## src/hdl/cmpreg_pkg.sv

```systemverilog
// Package with the register map, field layout and carriers of the comparator 1 register bank.
package cmpreg_pkg;

    // ------------------------------------------------------------
    // Register bus geometry and addresses
    // ------------------------------------------------------------
    localparam int        ADDR_W       = 8;        // Width of the register address.
    localparam int        PAGE_W       = 4;        // Width of the register page number.
    localparam int        DATA_W       = 8;        // Width of every register.
    localparam logic [7:0] ADDR_CTL    = 8'h9a;    // Control register address.
    localparam logic [7:0] ADDR_MODE   = 8'h9c;    // Mode register address.
    localparam logic [3:0] PAGE_CMP    = 4'h0;     // Page that holds both registers.

    // ------------------------------------------------------------
    // Control register fields
    // ------------------------------------------------------------
    localparam int        CTL_ON       = 7;        // Comparator on bit.
    localparam int        CTL_RES      = 6;        // Live compare result, read only.
    localparam int        CTL_RISE     = 5;        // Sticky rising-edge flag.
    localparam int        CTL_FALL     = 4;        // Sticky falling-edge flag.
    localparam int        CTL_HYP_LO   = 2;        // Low bit of the upper hysteresis field.
    localparam int        CTL_HYN_LO   = 0;        // Low bit of the lower hysteresis field.
    localparam logic [7:0] CTL_RESET   = 8'h00;    // Reset value of the control register.

    // ------------------------------------------------------------
    // Mode register fields
    // ------------------------------------------------------------
    localparam int        MODE_RSV     = 7;        // Reserved bit, always reads one.
    localparam int        MODE_RIE     = 5;        // Rising-edge interrupt enable.
    localparam int        MODE_FIE     = 4;        // Falling-edge interrupt enable.
    localparam int        MODE_SPD_LO  = 0;        // Low bit of the response speed field.
    localparam logic [7:0] MODE_RESET  = 8'h82;    // Reset value of the mode register.
    localparam logic [1:0] SPD_RESET   = 2'h2;     // Reset value of the speed field.

    // ------------------------------------------------------------
    // Analog settings
    // ------------------------------------------------------------
    localparam logic [3:0] SEL_HALF    = 4'hd;     // Input selector code of the half-supply divider.
    localparam logic [1:0] HYST_OFF    = 2'h0;     // Hysteresis disabled.
    localparam int        HYST_MV_1    = 5;        // Nominal millivolts of hysteresis level one.
    localparam int        HYST_MV_2    = 10;       // Nominal millivolts of hysteresis level two.
    localparam int        HYST_MV_3    = 20;       // Nominal millivolts of hysteresis level three.

    // Request from the core's register bus.
    typedef struct packed {
        logic                wr;                   // Write strobe, one cycle.
        logic                rd;                   // Read strobe, one cycle.
        logic [PAGE_W-1:0]   page;                 // Current register page.
        logic [ADDR_W-1:0]   addr;                 // Register address.
        logic [DATA_W-1:0]   wdata;                // Write data.
    } cmpreg_sfr_req_t;

    // Settings driven into the analog comparator core.
    typedef struct packed {
        logic       on;                            // Powered and running when one.
        logic [1:0] hyst_up;                       // Upper hysteresis level code.
        logic [1:0] hyst_dn;                       // Lower hysteresis level code.
        logic [1:0] speed;                         // Response speed code, 00 fastest.
    } cmpreg_ana_ctl_t;

    // Nominal hysteresis in millivolts for a level code.
    function automatic int cmpreg_hyst_mv(input logic [1:0] code);
        unique case (code)
            2'h0: cmpreg_hyst_mv = 0;
            2'h1: cmpreg_hyst_mv = HYST_MV_1;
            2'h2: cmpreg_hyst_mv = HYST_MV_2;
            2'h3: cmpreg_hyst_mv = HYST_MV_3;
        endcase
    endfunction

endpackage

```

## src/hdl/cmpreg_top.sv

```systemverilog
// Control, mode and edge-flag register bank of the second analog comparator.
//
// Behaviour
// - Comparator runs only while on bit set.
// - Bit 6 reads the live compare result.
// - Rising edge sets sticky flag, software clears.
// - Falling edge sets sticky flag, software clears.
// - Bits 3:2 drive upper hysteresis level.
// - Bits 1:0 drive lower hysteresis level.
// - Control register at 0x9A, resets zero.
// - Mode register at 0x9C, resets 0x82.
// - Mode bit 7 always reads one.
// - Mode bit 6 reads zero, writes ignored.
// - Mode bits 3:2 read zero, ignored.
// - Rising flag interrupts only when enabled.
// - Falling flag interrupts only when enabled.
// - Mode bits 1:0 set response speed.
// - Compare result feeds timer capture inputs.
// - Half-supply divider on only when selected.
// - Hysteresis codes mean 0/5/10/20 mV.
`timescale 1ns/1ps
module cmpreg_top #(
    parameter int SYNC_STAGES = 2                 // Depth of the result synchroniser.
) (
    // Clock and reset.
    input  wire logic                         ref_clk,
    input  wire logic                         rst_n,
    // Register bus from the core.
    input  wire cmpreg_pkg::cmpreg_sfr_req_t  sfr_req,
    output logic [cmpreg_pkg::DATA_W-1:0]     sfr_rdata_q,
    // Analog comparator core.
    input  wire logic                         cmp_raw,
    input  wire logic [3:0]                   pos_sel,
    input  wire logic [3:0]                   neg_sel,
    output cmpreg_pkg::cmpreg_ana_ctl_t       ana_ctl_q,
    output logic                              half_div_en_q,
    // Timer capture and interrupt.
    output logic                              cap_second_timer_q,
    output logic                              cap_third_timer_q,
    output logic                              irq_q
);
    import cmpreg_pkg::*;

    // ------------------------------------------------------------
    // Address decode
    // ------------------------------------------------------------
    logic hit_ctl;                                // Access aims at the control register.
    logic hit_mode;                               // Access aims at the mode register.
    logic wr_ctl;                                 // Write to the control register.
    logic wr_mode;                                // Write to the mode register.

    // Both registers live on page zero only.
    always_comb begin
        hit_ctl  = (sfr_req.page == PAGE_CMP) && (sfr_req.addr == ADDR_CTL);
        hit_mode = (sfr_req.page == PAGE_CMP) && (sfr_req.addr == ADDR_MODE);
        wr_ctl   = sfr_req.wr && hit_ctl;
        wr_mode  = sfr_req.wr && hit_mode;
    end

    // ------------------------------------------------------------
    // Control register storage
    // ------------------------------------------------------------
    logic       on_q;                             // Comparator on bit.
    logic [1:0] hyp_q;                            // Upper hysteresis level code.
    logic [1:0] hyn_q;                            // Lower hysteresis level code.

    // Software writes the on bit and both hysteresis fields; bit 6 is ignored.
    always_ff @(posedge ref_clk or negedge rst_n) begin
        if (!rst_n) begin
            on_q  <= CTL_RESET[CTL_ON];
            hyp_q <= CTL_RESET[CTL_HYP_LO +: 2];
            hyn_q <= CTL_RESET[CTL_HYN_LO +: 2];
        end else if (wr_ctl) begin
            on_q  <= sfr_req.wdata[CTL_ON];
            hyp_q <= sfr_req.wdata[CTL_HYP_LO +: 2];
            hyn_q <= sfr_req.wdata[CTL_HYN_LO +: 2];
        end
    end

    // ------------------------------------------------------------
    // Mode register storage
    // ------------------------------------------------------------
    logic       rie_q;                            // Rising-edge interrupt enable.
    logic       fie_q;                            // Falling-edge interrupt enable.
    logic [1:0] spd_q;                            // Response speed code.

    // Bits 7, 6 and 3:2 hold no state, so writes to them vanish.
    always_ff @(posedge ref_clk or negedge rst_n) begin
        if (!rst_n) begin
            rie_q <= MODE_RESET[MODE_RIE];
            fie_q <= MODE_RESET[MODE_FIE];
            spd_q <= SPD_RESET;
        end else if (wr_mode) begin
            rie_q <= sfr_req.wdata[MODE_RIE];
            fie_q <= sfr_req.wdata[MODE_FIE];
            spd_q <= sfr_req.wdata[MODE_SPD_LO +: 2];
        end
    end

    // ------------------------------------------------------------
    // Compare result path
    // ------------------------------------------------------------
    logic raw_sync;                               // Synchronised comparator output.
    logic res_q;                                  // Result as seen by software.
    logic res_prev_q;                             // Result one cycle earlier.
    logic rise_evt;                               // Result went from zero to one.
    logic fall_evt;                               // Result went from one to zero.

    // The analog output is asynchronous, so it crosses a flip-flop chain first.
    cmpreg_sync #(
        .STAGES   (SYNC_STAGES)
    ) u_sync (
        .ref_clk  (ref_clk),
        .rst_n    (rst_n),
        .async_in (cmp_raw),
        .sync_out (raw_sync)
    );

    // A disabled comparator reads zero, since its core output is meaningless.
    always_ff @(posedge ref_clk or negedge rst_n) begin
        if (!rst_n) begin
            res_q      <= 1'b0;
            res_prev_q <= 1'b0;
        end else begin
            res_q      <= raw_sync && on_q;
            res_prev_q <= res_q;
        end
    end

    // Edges are taken between the two clean copies of the result.
    always_comb begin
        rise_evt = res_q && !res_prev_q;
        fall_evt = !res_q && res_prev_q;
    end

    // ------------------------------------------------------------
    // Sticky edge flags
    // ------------------------------------------------------------
    logic rise_flag;                              // Rising-edge flag.
    logic fall_flag;                              // Falling-edge flag.

    // Rising-edge flag; an edge in a clearing cycle still sets it.
    cmpreg_flag u_rise (
        .ref_clk  (ref_clk),
        .rst_n    (rst_n),
        .set_evt  (rise_evt),
        .wr_en    (wr_ctl),
        .wr_bit   (sfr_req.wdata[CTL_RISE]),
        .flag_q   (rise_flag)
    );

    // Falling-edge flag; same behaviour as the rising one.
    cmpreg_flag u_fall (
        .ref_clk  (ref_clk),
        .rst_n    (rst_n),
        .set_evt  (fall_evt),
        .wr_en    (wr_ctl),
        .wr_bit   (sfr_req.wdata[CTL_FALL]),
        .flag_q   (fall_flag)
    );

    // ------------------------------------------------------------
    // Read path
    // ------------------------------------------------------------
    logic [DATA_W-1:0] ctl_view;                  // Control register as read.
    logic [DATA_W-1:0] mode_view;                 // Mode register as read.

    // Assemble both registers; unused mode bits read zero, bit 7 reads one.
    always_comb begin
        ctl_view                     = '0;
        ctl_view[CTL_ON]             = on_q;
        ctl_view[CTL_RES]            = res_q;
        ctl_view[CTL_RISE]           = rise_flag;
        ctl_view[CTL_FALL]           = fall_flag;
        ctl_view[CTL_HYP_LO +: 2]    = hyp_q;
        ctl_view[CTL_HYN_LO +: 2]    = hyn_q;
        mode_view                    = '0;
        mode_view[MODE_RSV]          = 1'b1;
        mode_view[MODE_RIE]          = rie_q;
        mode_view[MODE_FIE]          = fie_q;
        mode_view[MODE_SPD_LO +: 2]  = spd_q;
    end

    // Read data appear one cycle after the strobe; other addresses return zero.
    always_ff @(posedge ref_clk or negedge rst_n) begin
        if (!rst_n) begin
            sfr_rdata_q <= '0;
        end else if (sfr_req.rd) begin
            if (hit_ctl) begin
                sfr_rdata_q <= ctl_view;
            end else if (hit_mode) begin
                sfr_rdata_q <= mode_view;
            end else begin
                sfr_rdata_q <= '0;
            end
        end
    end

    // ------------------------------------------------------------
    // Analog settings, capture and interrupt outputs
    // ------------------------------------------------------------
    // Settings go to the core from flops; a cleared on bit puts it in low power.
    always_ff @(posedge ref_clk or negedge rst_n) begin
        if (!rst_n) begin
            ana_ctl_q <= '0;
        end else begin
            ana_ctl_q.on      <= on_q;
            ana_ctl_q.hyst_up <= hyp_q;
            ana_ctl_q.hyst_dn <= hyn_q;
            ana_ctl_q.speed   <= spd_q;
        end
    end

    // Timers two and three capture on the clean result.
    always_ff @(posedge ref_clk or negedge rst_n) begin
        if (!rst_n) begin
            cap_second_timer_q <= 1'b0;
            cap_third_timer_q  <= 1'b0;
        end else begin
            cap_second_timer_q <= res_q;
            cap_third_timer_q  <= res_q;
        end
    end

    // The divider draws current only while some selector picks it.
    always_ff @(posedge ref_clk or negedge rst_n) begin
        if (!rst_n) begin
            half_div_en_q <= 1'b0;
        end else begin
            half_div_en_q <= (pos_sel == SEL_HALF) || (neg_sel == SEL_HALF);
        end
    end

    // Each flag requests only through its own enable.
    always_ff @(posedge ref_clk or negedge rst_n) begin
        if (!rst_n) begin
            irq_q <= 1'b0;
        end else begin
            irq_q <= (rise_flag && rie_q) || (fall_flag && fie_q);
        end
    end
endmodule

```

## src/hdl/cmpreg_sync.sv

```systemverilog
// Level synchroniser for the asynchronous comparator output.
`timescale 1ns/1ps
module cmpreg_sync #(
    parameter int STAGES = 2                      // Number of flip-flops in the chain.
) (
    // Clock and reset.
    input  wire logic ref_clk,
    input  wire logic rst_n,
    // Level in and out.
    input  wire logic async_in,
    output logic      sync_out
);

    // ------------------------------------------------------------
    // Chain
    // ------------------------------------------------------------
    logic [STAGES-1:0] chain_q;                   // Only the last stage is read outside.

    // Refuse a chain too short to settle metastability.
    if (STAGES < 2) begin : g_chk
        $error("cmpreg_sync needs at least two stages.");
    end

    // Shift the input through the chain.
    always_ff @(posedge ref_clk or negedge rst_n) begin
        if (!rst_n) begin
            chain_q <= '0;
        end else begin
            chain_q <= {chain_q[STAGES-2:0], async_in};
        end
    end

    assign sync_out = chain_q[STAGES-1];

endmodule

```

## src/hdl/cmpreg_flag.sv

```systemverilog
// Sticky event flag that hardware sets and software writes.
`timescale 1ns/1ps
module cmpreg_flag (
    // Clock and reset.
    input  wire logic ref_clk,
    input  wire logic rst_n,
    // Event and software write.
    input  wire logic set_evt,
    input  wire logic wr_en,
    input  wire logic wr_bit,
    // Flag state.
    output logic      flag_q
);

    // ------------------------------------------------------------
    // Flag
    // ------------------------------------------------------------
    logic flag_d;                                 // Next flag value.

    // A set in the same cycle as a software clear wins.
    always_comb begin
        flag_d = set_evt | (wr_en ? wr_bit : flag_q);
    end

    // Only software or reset ever takes the flag back to zero.
    always_ff @(posedge ref_clk or negedge rst_n) begin
        if (!rst_n) begin
            flag_q <= 1'b0;
        end else begin
            flag_q <= flag_d;
        end
    end

endmodule

```

## config.mk

```make
export PLATFORM = sky130hd
export DESIGN_NAME = cmpreg_top
export DESIGN_NICKNAME = d
export VERILOG_FILES = /design/src/hdl/cmpreg_pkg.sv /design/src/hdl/cmpreg_top.sv /design/src/hdl/cmpreg_sync.sv /design/src/hdl/cmpreg_flag.sv
export SDC_FILE = /design/constraint.sdc
export NUM_CORES = 1
export LEC_CHECK = 0
export BUFFER_PORTS_ARGS = -buffer_cell sky130_fd_sc_hd__buf_4
export CORE_ASPECT_RATIO = 0.8
export CORE_MARGIN = 5
export CORE_UTILIZATION = 30
export CTS_CLUSTER_SIZE = 12
export DETAILED_ROUTE_END_ITERATION = 8
export PLACE_DENSITY = 0.58
export SYNTH_ARGS = -nofsm -noshare
export SYNTH_HDL_FRONTEND = slang
export SYNTH_SLANG_ARGS = --single-unit
```

## constraint.sdc

```tcl
create_clock -name ref_clk -period 1.25 [get_ports ref_clk]
set_clock_uncertainty 0.2 [all_clocks]
set_input_delay 0.1875 -clock ref_clk [delete_from_list [all_inputs] [get_ports ref_clk]]
set_output_delay 0.1875 -clock ref_clk [all_outputs]
set_load 0.01 [all_outputs]
```

# Word-level counts from Yosys, hierarchy flattened
# Cells that the tools add are included.
# word_totals
latchBits	0
n_memories	0
inputBits	33
mem_bits_ro	0
out_inout_bits	19
wordCells	42
mem_bits_rw	0
ff_bits	32
# classes
addsub	0
div_mod_pow	0
order_cmp	0
eq_ne	4
n_reduce_logical	14
bitwise_logic	2
shifts	0
mux	4
mul	0
# ops
op	n
$eq 8x8->1 const B	2
$mux 8	2
$logic_and 1x1->1	9
$eq 4x4->1 const B	2
$logic_not 4->1	1
$logic_not 1->1	2
$logic_or 1x1->1	2
$mux 1	2
$or 1x1->1	2

# Longest topological paths before layout
# Gate-level depths: netlist of the first run.
# logic_depth
word_depth	5
depth_mapped	3
depth_no_buf	3

# Hierarchy
# A second synthesis of the first run with hierarchy kept.
# unflattened
hier_cells	92
hier_area_um2	1249.9
# by_module_without_submodules
module	seq_area_each_um2	cells_per_inst	n_inst	area_per_inst_um2
cmpreg_top	701.9	84	1	1119.8
cmpreg_flag	25.0	3	2	40.0
cmpreg_sync	50.0	2	1	50.0

# Least setup slack after synthesis of the first run
# OpenSTA, ideal clock, no wires.
# synth_path
kind	input-to-reg
from	input sfr_req[8] in the netlist's numbering
to	register u_fall.flag_q
required_ns	0.903
n_path_buf	0
arrival_ns	1.270
setup_slack_ns	-0.367
setup_time_ns	0.147
path_stages	3
path_cell_list	or4bb_2 > o41ai_1 > o221ai_1
# synth_via
elab_chain_len	5
# synth_lines
item	line	source
start, declared	cmpreg_top.sv:29	input wire cmpreg_pkg::cmpreg_sfr_req_t sfr_req,
$eq 8x8->1	cmpreg_top.sv:54	hit_ctl = (sfr_req.page == PAGE_CMP) && (sfr_req.addr == ADDR_CTL);
$logic_and 1x1->1	cmpreg_top.sv:54	
$logic_and 1x1->1	cmpreg_top.sv:56	wr_ctl = sfr_req.wr && hit_ctl;
$mux 1	cmpreg_flag.sv:22	flag_d = set_evt | (wr_en ? wr_bit : flag_q);
$or 1x1->1	cmpreg_flag.sv:22	
named net u_fall.flag_d	cmpreg_flag.sv:18	logic flag_d;
end signal, assigned	cmpreg_flag.sv:30	flag_q <= flag_d;
end, declared	cmpreg_flag.sv:12	output logic flag_q
# The timed path passes the listed nets, and every way through them passes these cells.
# A chain may end at the register's enable or synchronous reset.

# Worst setup path in the final report of the first run
# layout_path
from	input sfr_req[18] in the netlist's numbering
to	register u_rise.flag_q
# layout_via
elab_chain_len	5
# layout_lines
item	line
$logic_not 4->1	cmpreg_top.sv:54
$logic_and 1x1->1	cmpreg_top.sv:54
$logic_and 1x1->1	cmpreg_top.sv:56
$mux 1	cmpreg_flag.sv:22
$or 1x1->1	cmpreg_flag.sv:22
named net u_rise.flag_d	cmpreg_flag.sv:18
end signal, assigned	cmpreg_flag.sv:30
end, declared	cmpreg_flag.sv:12
# The timed path passes the listed nets, and every way through them passes these cells.

==> metrics.yaml, run 1 <==
drt:
  routedWlPerCell_um: 15.7
  wl_mm: 3.63
  drc: 0
  antenna_left: 0
  via_per_inst: 4.65
  num_vias: 1074
  firstDrtPassIters: 5
  drt_first_iter_violations: 97
sta:
  setup_ws_ns: -0.253
  worst_pin_slew_ns: 0.407
  max_slew_margin_pct: 72.8
  fin_crit_sh_pct: 120
  fmax_ghz: 0.665
  min_period_ns: 1.50
  setup_violations: 18
  drv_slew: 0
  rsz0062_at_grt: "yes"
  finalHoldViolations: 0
yosys:
  synth_most_common_cell: "dfrtp_1"
  synth.cell_area_sq_mm: 0.00126
  avgSynthCellArea_sq_um: 15.0
  ys.flop_type: "dfrtp_1"
  synth_top_area_cell: "dfrtp_1"
  ys_top_cells_by_area: "dfrtp_1, mux2_2, a221o_1"
  syn_nets: 117
  yosysSeqAreaShare_pct: 63.5
  synth_top_cells_by_count: "dfrtp_1, mux2_2, inv_1"
  synth_cells: 84
  yosysUniqueCellTypes: 29
  synthArstFlopShare_pct: 100
  synth_top_area_share_pct: 61.4
  yosys_warnings: 0
  synth-edff-count: 0
  ys_seq_elements: 32
job:
  drv_cap: 0
layout:
  multi_input_area_sq_um: 536
  antenna_cells: 0
  nNetsFinal: 206
  fin_area_sq_mm: 0.00224
  n_fill_cell: 343
  area_growth_pct: 77.5
  regArea_sq_um: 802
  drive_above_1_share_pct: 57.5
global_routing:
  grt_first_pass_wirelength_mm: 5.71
  antenna_found_initial: 0
  first_global_vias: 1181
  busiest_layer: "met2"
  use_met1_pct: 17.2
  grt-ovfl-total: 0
  met3_usage_pct: 3.42
  met2_usage_pct: 23.3
  grtUsageTotal_pct: 14.0
  grt_max_degree: 33
placement:
  routabilityCongestion: 0.716
  placed_cell_area_sq_mm: 0.00180
  place.port_buffers: 50
  hpwl_mm: 2.52
  dp_slack_ns: -0.576
worst_hold_path:
  min_path_type: "in2reg"
worst_setup_path:
  startpoint: "sfr_req[18]"
  startpoint_type: "input pin"
  path_class: "in2reg"
  crit_fanout: 4
  cp-end-kind: "register"
  crit_arrival_ns: 1.44
  crit-reg2reg-launch: "sfr_rdata_q[5]"
  cp_data_required_time_ns: 1.18
  reg2reg_depth: 2
  r2r-end: "sfr_rdata_q[5]"
  endpoint: "u_rise.flag_q"
  r2r_setup_slack_ns: 0.06
clock_tree:
  cts_root_buffer: "clkbuf_8"
  h-tree-depth: 2
  cts_buffers: 5
  cts_buffer_depth: 2
  clock_latency_ns: 0.27
  cts_tree: "built"
  clk_pin_slew_ns: 0.07
  numClockSinks: 32
die:
  die_area_sq_mm: 0.00562
  ioPinCount: 52
  start_util_pct: 30.6
  coreArea_sq_mm: 0.00413
  die_y_um: 68.1
  num_rows: 21
  die_w_um: 82.6
power:
  irDropWorstVdd_mv: 0.536
  cellLeakagePower_nw: 1.19
  p_total_mw: 2.08
  pwr_density_cell_mw_per_mm2: 929
status:
  violations: "negative setup slack"
  status: "finished, violations left"
[area by class of cell]
type | instances | share of cell area [%]
clock buffers | 8 | 4.02
inverters | 6 | 1.00
multi-input cells | 45 | 23.9
flip-flops and latches | 32 | 35.8
well taps | 57 | 3.18
repair buffers | 83 | 32.2
[power by group]
part	switching (mW)	leakage, nW	internal [mW]	total, mW
Clock	0.351	0.0455	0.449	0.799
Sequential	0.00355	0.428	1.04	1.05
Combinational	0.0887	0.712	0.148	0.236
[per-stage QoR]
step	std cells	hold WS, ns	TNS [ns]	utilization (%)
after floorplan	84	-0.308	-3.58	-
after global placement	197	-0.0614	-7.35	43.5
after detailed placement	197	-0.0512	-7.92	43.5
after CTS	227	0.0144	-2.03	52.8
after global routing	231	0.0167	-2.66	54.4
final	231	0.0147	-2.24	54.4
[worst max-delay path, stage by stage]
cell and delay (ns):
buf_8 0.09, or4_4 0.59, o41ai_4 0.38, o221ai_1 0.18
[sequential cells by signal, indices dropped and copies added (netlist names)]
signal / flops
hyn_q: 2
irq_q: 1
spd_q: 2
cap_third_timer_q: 1
u_fall.flag_q: 1
rie_q: 1
ana_ctl_q: 7
res_q: 1
half_div_en_q: 1
on_q: 1
sfr_rdata_q: 8
u_sync.chain_q: 2
fie_q: 1
u_rise.flag_q: 1
hyp_q: 2
[metal layers]
layer  vias to the layer above  share of wire [%]
li1                        497                  -
met1                       524                 41
met2                        47                 50
met3                         6                6.6
met4                         0                1.9
met5                         -                  0
[kinds of logic after synthesis]
logic type / after synthesis / share of synthesized area (%)
flops: 32 / 63.5
mux: 9 / 8.02
buf+inv: 7 / 2.38
simple gates: 22 / 16.2
compound gates: 14 / 9.90
[placed cells by master, fill, tap and decap left out, drive strengths merged]
cell type | Yosys | final
clkbuf | 0 | 8
and2b | 3 | 3
or4bb | 2 | 2
o41ai | 2 | 2
a221o | 3 | 3
o2bb2ai | 1 | 1
or4 | 1 | 1
nand3 | 1 | 1
nor2b | 1 | 1
buf | 1 | 66
a22o | 4 | 4
nor4 | 3 | 3
nand2 | 2 | 2
a21oi | 1 | 1
and4 | 1 | 1
dfrtp | 31 | 31
a211o | 1 | 1
nand4b | 2 | 2
dfstp | 1 | 1
nand4 | 2 | 2
and2 | 1 | 1
inv | 6 | 6
and4bb | 2 | 2
mux2 | 9 | 9
o221ai | 2 | 2
dlygate4sd3 | 0 | 17
nor4bb | 1 | 1
[what timing repair did]
| action | CTS | global route |
|---|---|---|
| endpoints found under the setup margin | 19 | 20 |
| resized for setup | 16 | 7 |
| hold buffers | 17 | 0 |
| setup buffers | 5 | 4 |
| endpoints found under the hold margin | 43 | 0 |
| pin swaps | 13 | 6 |
[how the worst min path moves through the flow]
stage,start,end,slack [ns],cells past startpoint
after floorplan,rst_n,ana_ctl_q[0],-0.31,0
after global placement,rst_n,irq_q,-0.06,1
after detailed placement,rst_n,sfr_rdata_q[4],-0.05,1
after CTS,sfr_req[16],sfr_rdata_q[7],0.01,4
after global routing,sfr_req[17],sfr_rdata_q[7],0.02,4
final,sfr_req[17],sfr_rdata_q[7],0.01,4
No activity file was read; power rests on OpenSTA's default activity.
==> run 2, diff against run 1 <==
--- a/config.mk
+++ b/config.mk
@@ -6,12 +6,14 @@
 export NUM_CORES = 1
 export LEC_CHECK = 0
 export BUFFER_PORTS_ARGS = -buffer_cell sky130_fd_sc_hd__buf_4
+export CELL_PAD_IN_SITES_DETAIL_PLACEMENT = 0
+export CELL_PAD_IN_SITES_GLOBAL_PLACEMENT = 2
 export CORE_ASPECT_RATIO = 0.8
 export CORE_MARGIN = 5
 export CORE_UTILIZATION = 30
 export CTS_CLUSTER_SIZE = 12
 export DETAILED_ROUTE_END_ITERATION = 8
-export PLACE_DENSITY = 0.58
+export PLACE_DENSITY = 0.81
 export SYNTH_ARGS = -nofsm -noshare
 export SYNTH_HDL_FRONTEND = slang
 export SYNTH_SLANG_ARGS = --single-unit
==> metrics.yaml, run 2 (synthesis results as in run 1) <==
worst_setup_path:
  startpoint_type: "input pin"
  max_stage_delay_ns: 0.58
  r2r_setup_slack_ns: 0.11
  path_buf_inv: 2
  crit-reg2reg-launch: "sfr_rdata_q[0]"
  cp-end-kind: "register"
  crit_chain: "buf_8 > or4_4 > nor4_4 > buf_4 > a221o_1"
  worstSetupPathDepth: 5
  crit_arrival_ns: 1.47
  path_class: "in2reg"
  r2r-end: "sfr_rdata_q[0]"
  reg2reg_depth: 2
  cpLargestDelayFamily: "simple AND/OR/NAND/NOR gates"
  cp_data_required_time_ns: 1.27
  crit_fanout: 4
  endpoint: "sfr_rdata_q[0]"
  crit_path_top_delay_cell: "or4_4"
  startpoint: "sfr_req[17]"
sta:
  hold_ws_ns: 0.0961
  finalHoldViolations: 0
  min_period_ns: 1.46
  max_slew_margin_pct: 73.4
  drv_slew: 0
  worst_pin_slew_ns: 0.399
  setup_violations: 18
  setup_ws_ns: -0.207
  fin_crit_sh_pct: 117
  final.setup.tns_ns: -1.84
  rsz0062_at_grt: "yes"
  fmax_ghz: 0.686
layout:
  area_growth_pct: 71.8
  largest_reg_flops: 8
  reg_top3: "sfr_rdata_q x8, ana_ctl_q x7"
  n_fill_cell: 373
  top_register: "sfr_rdata_q"
  antenna_cells: 0
  final_cell_count_no_fill: 227
  drive_above_1_share_pct: 56.5
  fin_area_sq_mm: 0.00217
  nNetsFinal: 202
  final_cell_mix: "buf_4, dfrtp_1, dlygate4sd3_1"
  final_common_cell: "buf_4"
clock_tree:
  clock_latency_ns: 0.28
  h-tree-depth: 2
  numClockSinks: 32
  cts_tree: "built"
  cts_buffer_depth: 2
  clk_pin_slew_ns: 0.06
  cts_root_buffer: "clkbuf_8"
  cts_buffers: 5
drt:
  drc: 0
  antenna_left: 0
  num_vias: 1044
  firstDrtPassIters: 4
  via_per_inst: 4.60
  drt_first_iter_violations: 33
  wl_mm: 3.23
  routedWlPerCell_um: 14.2
worst_hold_path:
  min_path_type: "in2reg"
  holdCritStartpoint: "sfr_req[17]"
placement:
  dp_cells: 198
  place.port_buffers: 50
  routabilityCongestion: 0.786
  placed_cell_area_sq_mm: 0.00180
  hpwl_mm: 2.36
power:
  irDropWorstVdd_mv: 0.430
  p_total_mw: 2.12
  p_sw_mw: 0.436
  power_frac_clock_pct: 40.3
  power_frac_seq_pct: 49.4
  cellLeakagePower_nw: 1.11
  pwr_density_cell_mw_per_mm2: 977
  p_sw_share_pct: 20.5
  p_comb_share_pct: 10.3
  p_int_mw: 1.68
global_routing:
  grt-ovfl-total: 0
  antenna_found_initial: 0
  grt_max_degree: 33
  first_global_vias: 1107
  grtUsageTotal_pct: 12.4
  grt_first_pass_wirelength_mm: 5.13
die:
  ioPinCount: 52
  die_area_sq_mm: 0.00562
  num_rows: 21
  die_w_um: 82.6
  die_y_um: 68.1
  coreArea_sq_mm: 0.00413
  start_util_pct: 30.6
status:
  status: "finished, violations left"
  violations: "negative setup slack"
job:
  drv_cap: 0
==> run 2: timing repair <==
action	in CTS	in global routing
endpoints found under the hold margin	44	0
setup endpoints to repair	20	20
buffers inserted	2	1
gates resized for setup	10	6
pin swaps	13	10
hold buffers	18	0
==> run 2: worst min-delay path: stages <==
cell      delay (ns)
buf_8           0.07
or4_4           0.16
o41ai_2         0.07
o221ai_1        0.06
==> run 2: final cells by class <==
type,instances,area (sq um),share of cell area (%)
flip-flops and latches,32,803,37.0
repair buffers,79,683,31.5
multi-input cells,45,490,22.6
clock buffers,8,100,4.61
well taps,57,71.3,3.29
inverters,6,22.5,1.04
==> run 2: power groups by stage <==
| stage | combinational, mW | sequential (mW) | clock, mW |
|---|---|---|---|
| 4_1_cts | 0.213 | 1.05 | 0.883 |
| 6_report | 0.218 | 1.05 | 0.855 |
| 3_3_place_gp | 0.157 | 1.07 | 0 |
| 5_1_grt | 0.238 | 1.05 | 0.922 |
| 3_5_place_dp | 0.163 | 1.07 | 0 |
| 2_1_floorplan | 0.0331 | 1.07 | 0 |
==> run 2: worst min-delay path by stage <==
stage | endpoint | cells past startpoint
after floorplan | ana_ctl_q[0] | 0
after global placement | irq_q | 1
after detailed placement | u_rise.flag_q | 1
after CTS | u_rise.flag_q | 4
after global routing | u_rise.flag_q | 4
final | u_rise.flag_q | 4
==> run 2: per-layer routing <==
metal  track usage, %  part of all wire, %  vias up
met1             14.3                   42      506
met2             20.6                   49       37
met4             5.71                  1.9        0
li1                 -                    -      493
met3             4.34                  7.3        8
met5                0                    0        -
==> run 2: through the flow <==
stage | utilization, % | setup WS, ns
floorplan | - | -0.321
global placement | 43.7 | -0.501
detailed placement | 43.7 | -0.527
CTS | 51.9 | -0.199
global route | 52.6 | -0.240
finish | 52.6 | -0.207
==> run 3, diff against run 2 <==
--- a/config.mk
+++ b/config.mk
@@ -10,10 +10,10 @@
 export CELL_PAD_IN_SITES_GLOBAL_PLACEMENT = 2
 export CORE_ASPECT_RATIO = 0.8
 export CORE_MARGIN = 5
-export CORE_UTILIZATION = 30
+export CORE_UTILIZATION = 27
 export CTS_CLUSTER_SIZE = 12
 export DETAILED_ROUTE_END_ITERATION = 8
-export PLACE_DENSITY = 0.81
+export PLACE_DENSITY = 0.77
 export SYNTH_ARGS = -nofsm -noshare
 export SYNTH_HDL_FRONTEND = slang
 export SYNTH_SLANG_ARGS = --single-unit
==> constraint.sdc (replaced) <==
create_clock -name ref_clk -period 1.31 [get_ports ref_clk]
set_clock_uncertainty 0.2 [all_clocks]
set_input_delay 0.1965 -clock ref_clk [delete_from_list [all_inputs] [get_ports ref_clk]]
set_output_delay 0.1965 -clock ref_clk [all_outputs]
set_load 0.01 [all_outputs]
==> metrics.yaml, run 3 (synthesis results as in run 1) <==
die:
  ioPinCount: 52
  die_y_um: 71.2
  num_rows: 22
  start_util_pct: 27.7
  coreArea_sq_mm: 0.00457
  die_area_sq_mm: 0.00616
  die_w_um: 86.5
power:
  p_comb_share_pct: 9.9
  cellLeakagePower_nw: 1.13
  power_frac_seq_pct: 46.8
  p_sw_share_pct: 20.7
  p_int_mw: 1.69
  p_total_mw: 2.13
  irDropWorstVdd_mv: 0.693
  power_frac_clock_pct: 43.3
  pwr_density_cell_mw_per_mm2: 974
  p_sw_mw: 0.443
sta:
  min_period_ns: 1.47
  worst_pin_slew_ns: 0.402
  fmax_ghz: 0.680
  final.setup.tns_ns: -1.15
  hold_ws_ns: 0.00852
  setup_violations: 12
  fin_crit_sh_pct: 112
  setup_ws_ns: -0.161
  rsz0062_at_grt: "yes"
  drv_slew: 0
  finalHoldViolations: 0
  max_slew_margin_pct: 73.2
layout:
  top_register: "sfr_rdata_q"
  multi_input_area_sq_um: 509
  antenna_cells: 0
  area_growth_pct: 73.5
  reg_top3: "sfr_rdata_q x8, ana_ctl_q x7"
  fin_area_sq_mm: 0.00219
  regArea_sq_um: 802
  nNetsFinal: 200
  final_cell_count_no_fill: 228
  n_fill_cell: 437
  final_common_cell: "buf_4"
  final_cell_mix: "buf_4, dfrtp_1, dlygate4sd3_1"
  final_core_util_pct: 48.0
  largest_reg_flops: 8
  drive_above_1_share_pct: 56.0
worst_setup_path:
  crit_arrival_ns: 1.41
  r2r_setup_slack_ns: 0.14
  startpoint_type: "input pin"
  path_class: "in2reg"
  startpoint: "sfr_req[18]"
  cp-end-kind: "register"
  crit_fanout: 4
  crit-reg2reg-launch: "sfr_rdata_q[5]"
  r2r-end: "sfr_rdata_q[5]"
  endpoint: "u_rise.flag_q"
  reg2reg_depth: 2
  cp_data_required_time_ns: 1.25
clock_tree:
  h-tree-depth: 2
  cts_root_buffer: "clkbuf_8"
  cts_tree: "built"
  numClockSinks: 32
  clock_latency_ns: 0.28
  cts_buffer_depth: 2
  clk_pin_slew_ns: 0.07
  cts_buffers: 5
drt:
  routedWlPerCell_um: 14.9
  firstDrtPassIters: 3
  wl_mm: 3.41
  drc: 0
  via_per_inst: 4.59
  antenna_left: 0
  num_vias: 1046
  drt_first_iter_violations: 29
global_routing:
  grt_first_pass_wirelength_mm: 5.51
  first_global_vias: 1141
  met2_usage_pct: 18.4
  busiest_layer: "met2"
  antenna_found_initial: 0
  met3_usage_pct: 4.42
  grtUsageTotal_pct: 11.6
  use_met1_pct: 14.8
  grt-ovfl-total: 0
  grt_max_degree: 33
placement:
  routabilityCongestion: 0.802
  dp_cells: 199
  hpwl_mm: 2.41
  placed_cell_area_sq_mm: 0.00179
  dp_slack_ns: -0.533
  place.port_buffers: 50
status:
  status: "finished, violations left"
  violations: "negative setup slack"
worst_hold_path:
  min_path_type: "in2reg"
job:
  drv_cap: 0
-- run 3: worst min-delay path by stage --
stage	start	endpoint	slack, ns	cells after the start
after floorplan	rst_n	ana_ctl_q[0]	-0.30	0
after global placement	rst_n	half_div_en_q	-0.05	1
after detailed placement	rst_n	half_div_en_q	-0.04	1
after CTS	sfr_req[18]	sfr_rdata_q[7]	-0.004	4
after global routing	sfr_req[17]	sfr_rdata_q[7]	0.006	4
final	sfr_req[17]	sfr_rdata_q[7]	0.009	4
-- run 3: power groups by stage --
stage               combinational (mW)  sequential, mW  clock, mW
floorplan                       0.0316            1.02          0
global placement                 0.149            1.02          0
detailed placement               0.152            1.02          0
CTS                              0.207           0.998      0.955
global route                     0.231           0.999      0.994
finish                           0.212           0.999      0.924
-- run 3: what timing repair did --
item,4_1_cts,5_1_grt
pin swaps,11,6
hold buffers,18,0
setup endpoints to repair,13,16
resized for setup,13,5
hold endpoints to repair,44,0
setup buffers,2,1
-- run 3: worst max-delay path, cell delays in order --
cell	delay [ns]
buf_8	0.09
or4_4	0.59
o41ai_2	0.35
o221ai_1	0.18
-- run 3: layer usage --
layer	vias up	share of wire (%)
li1	486	-
met1	512	43
met2	43	47
met3	5	8.9
met4	0	1.0
met5	-	0
-- run 3: cell type report --
class	instances	area share (%)
Clock buffer	5	3.14
Tap cell	60	3.42
Multi-Input combinational cell	45	23.2
Inverter	6	1.03
Sequential cell	32	36.6
Clock inverter	3	1.94
Timing Repair Buffer	77	30.7
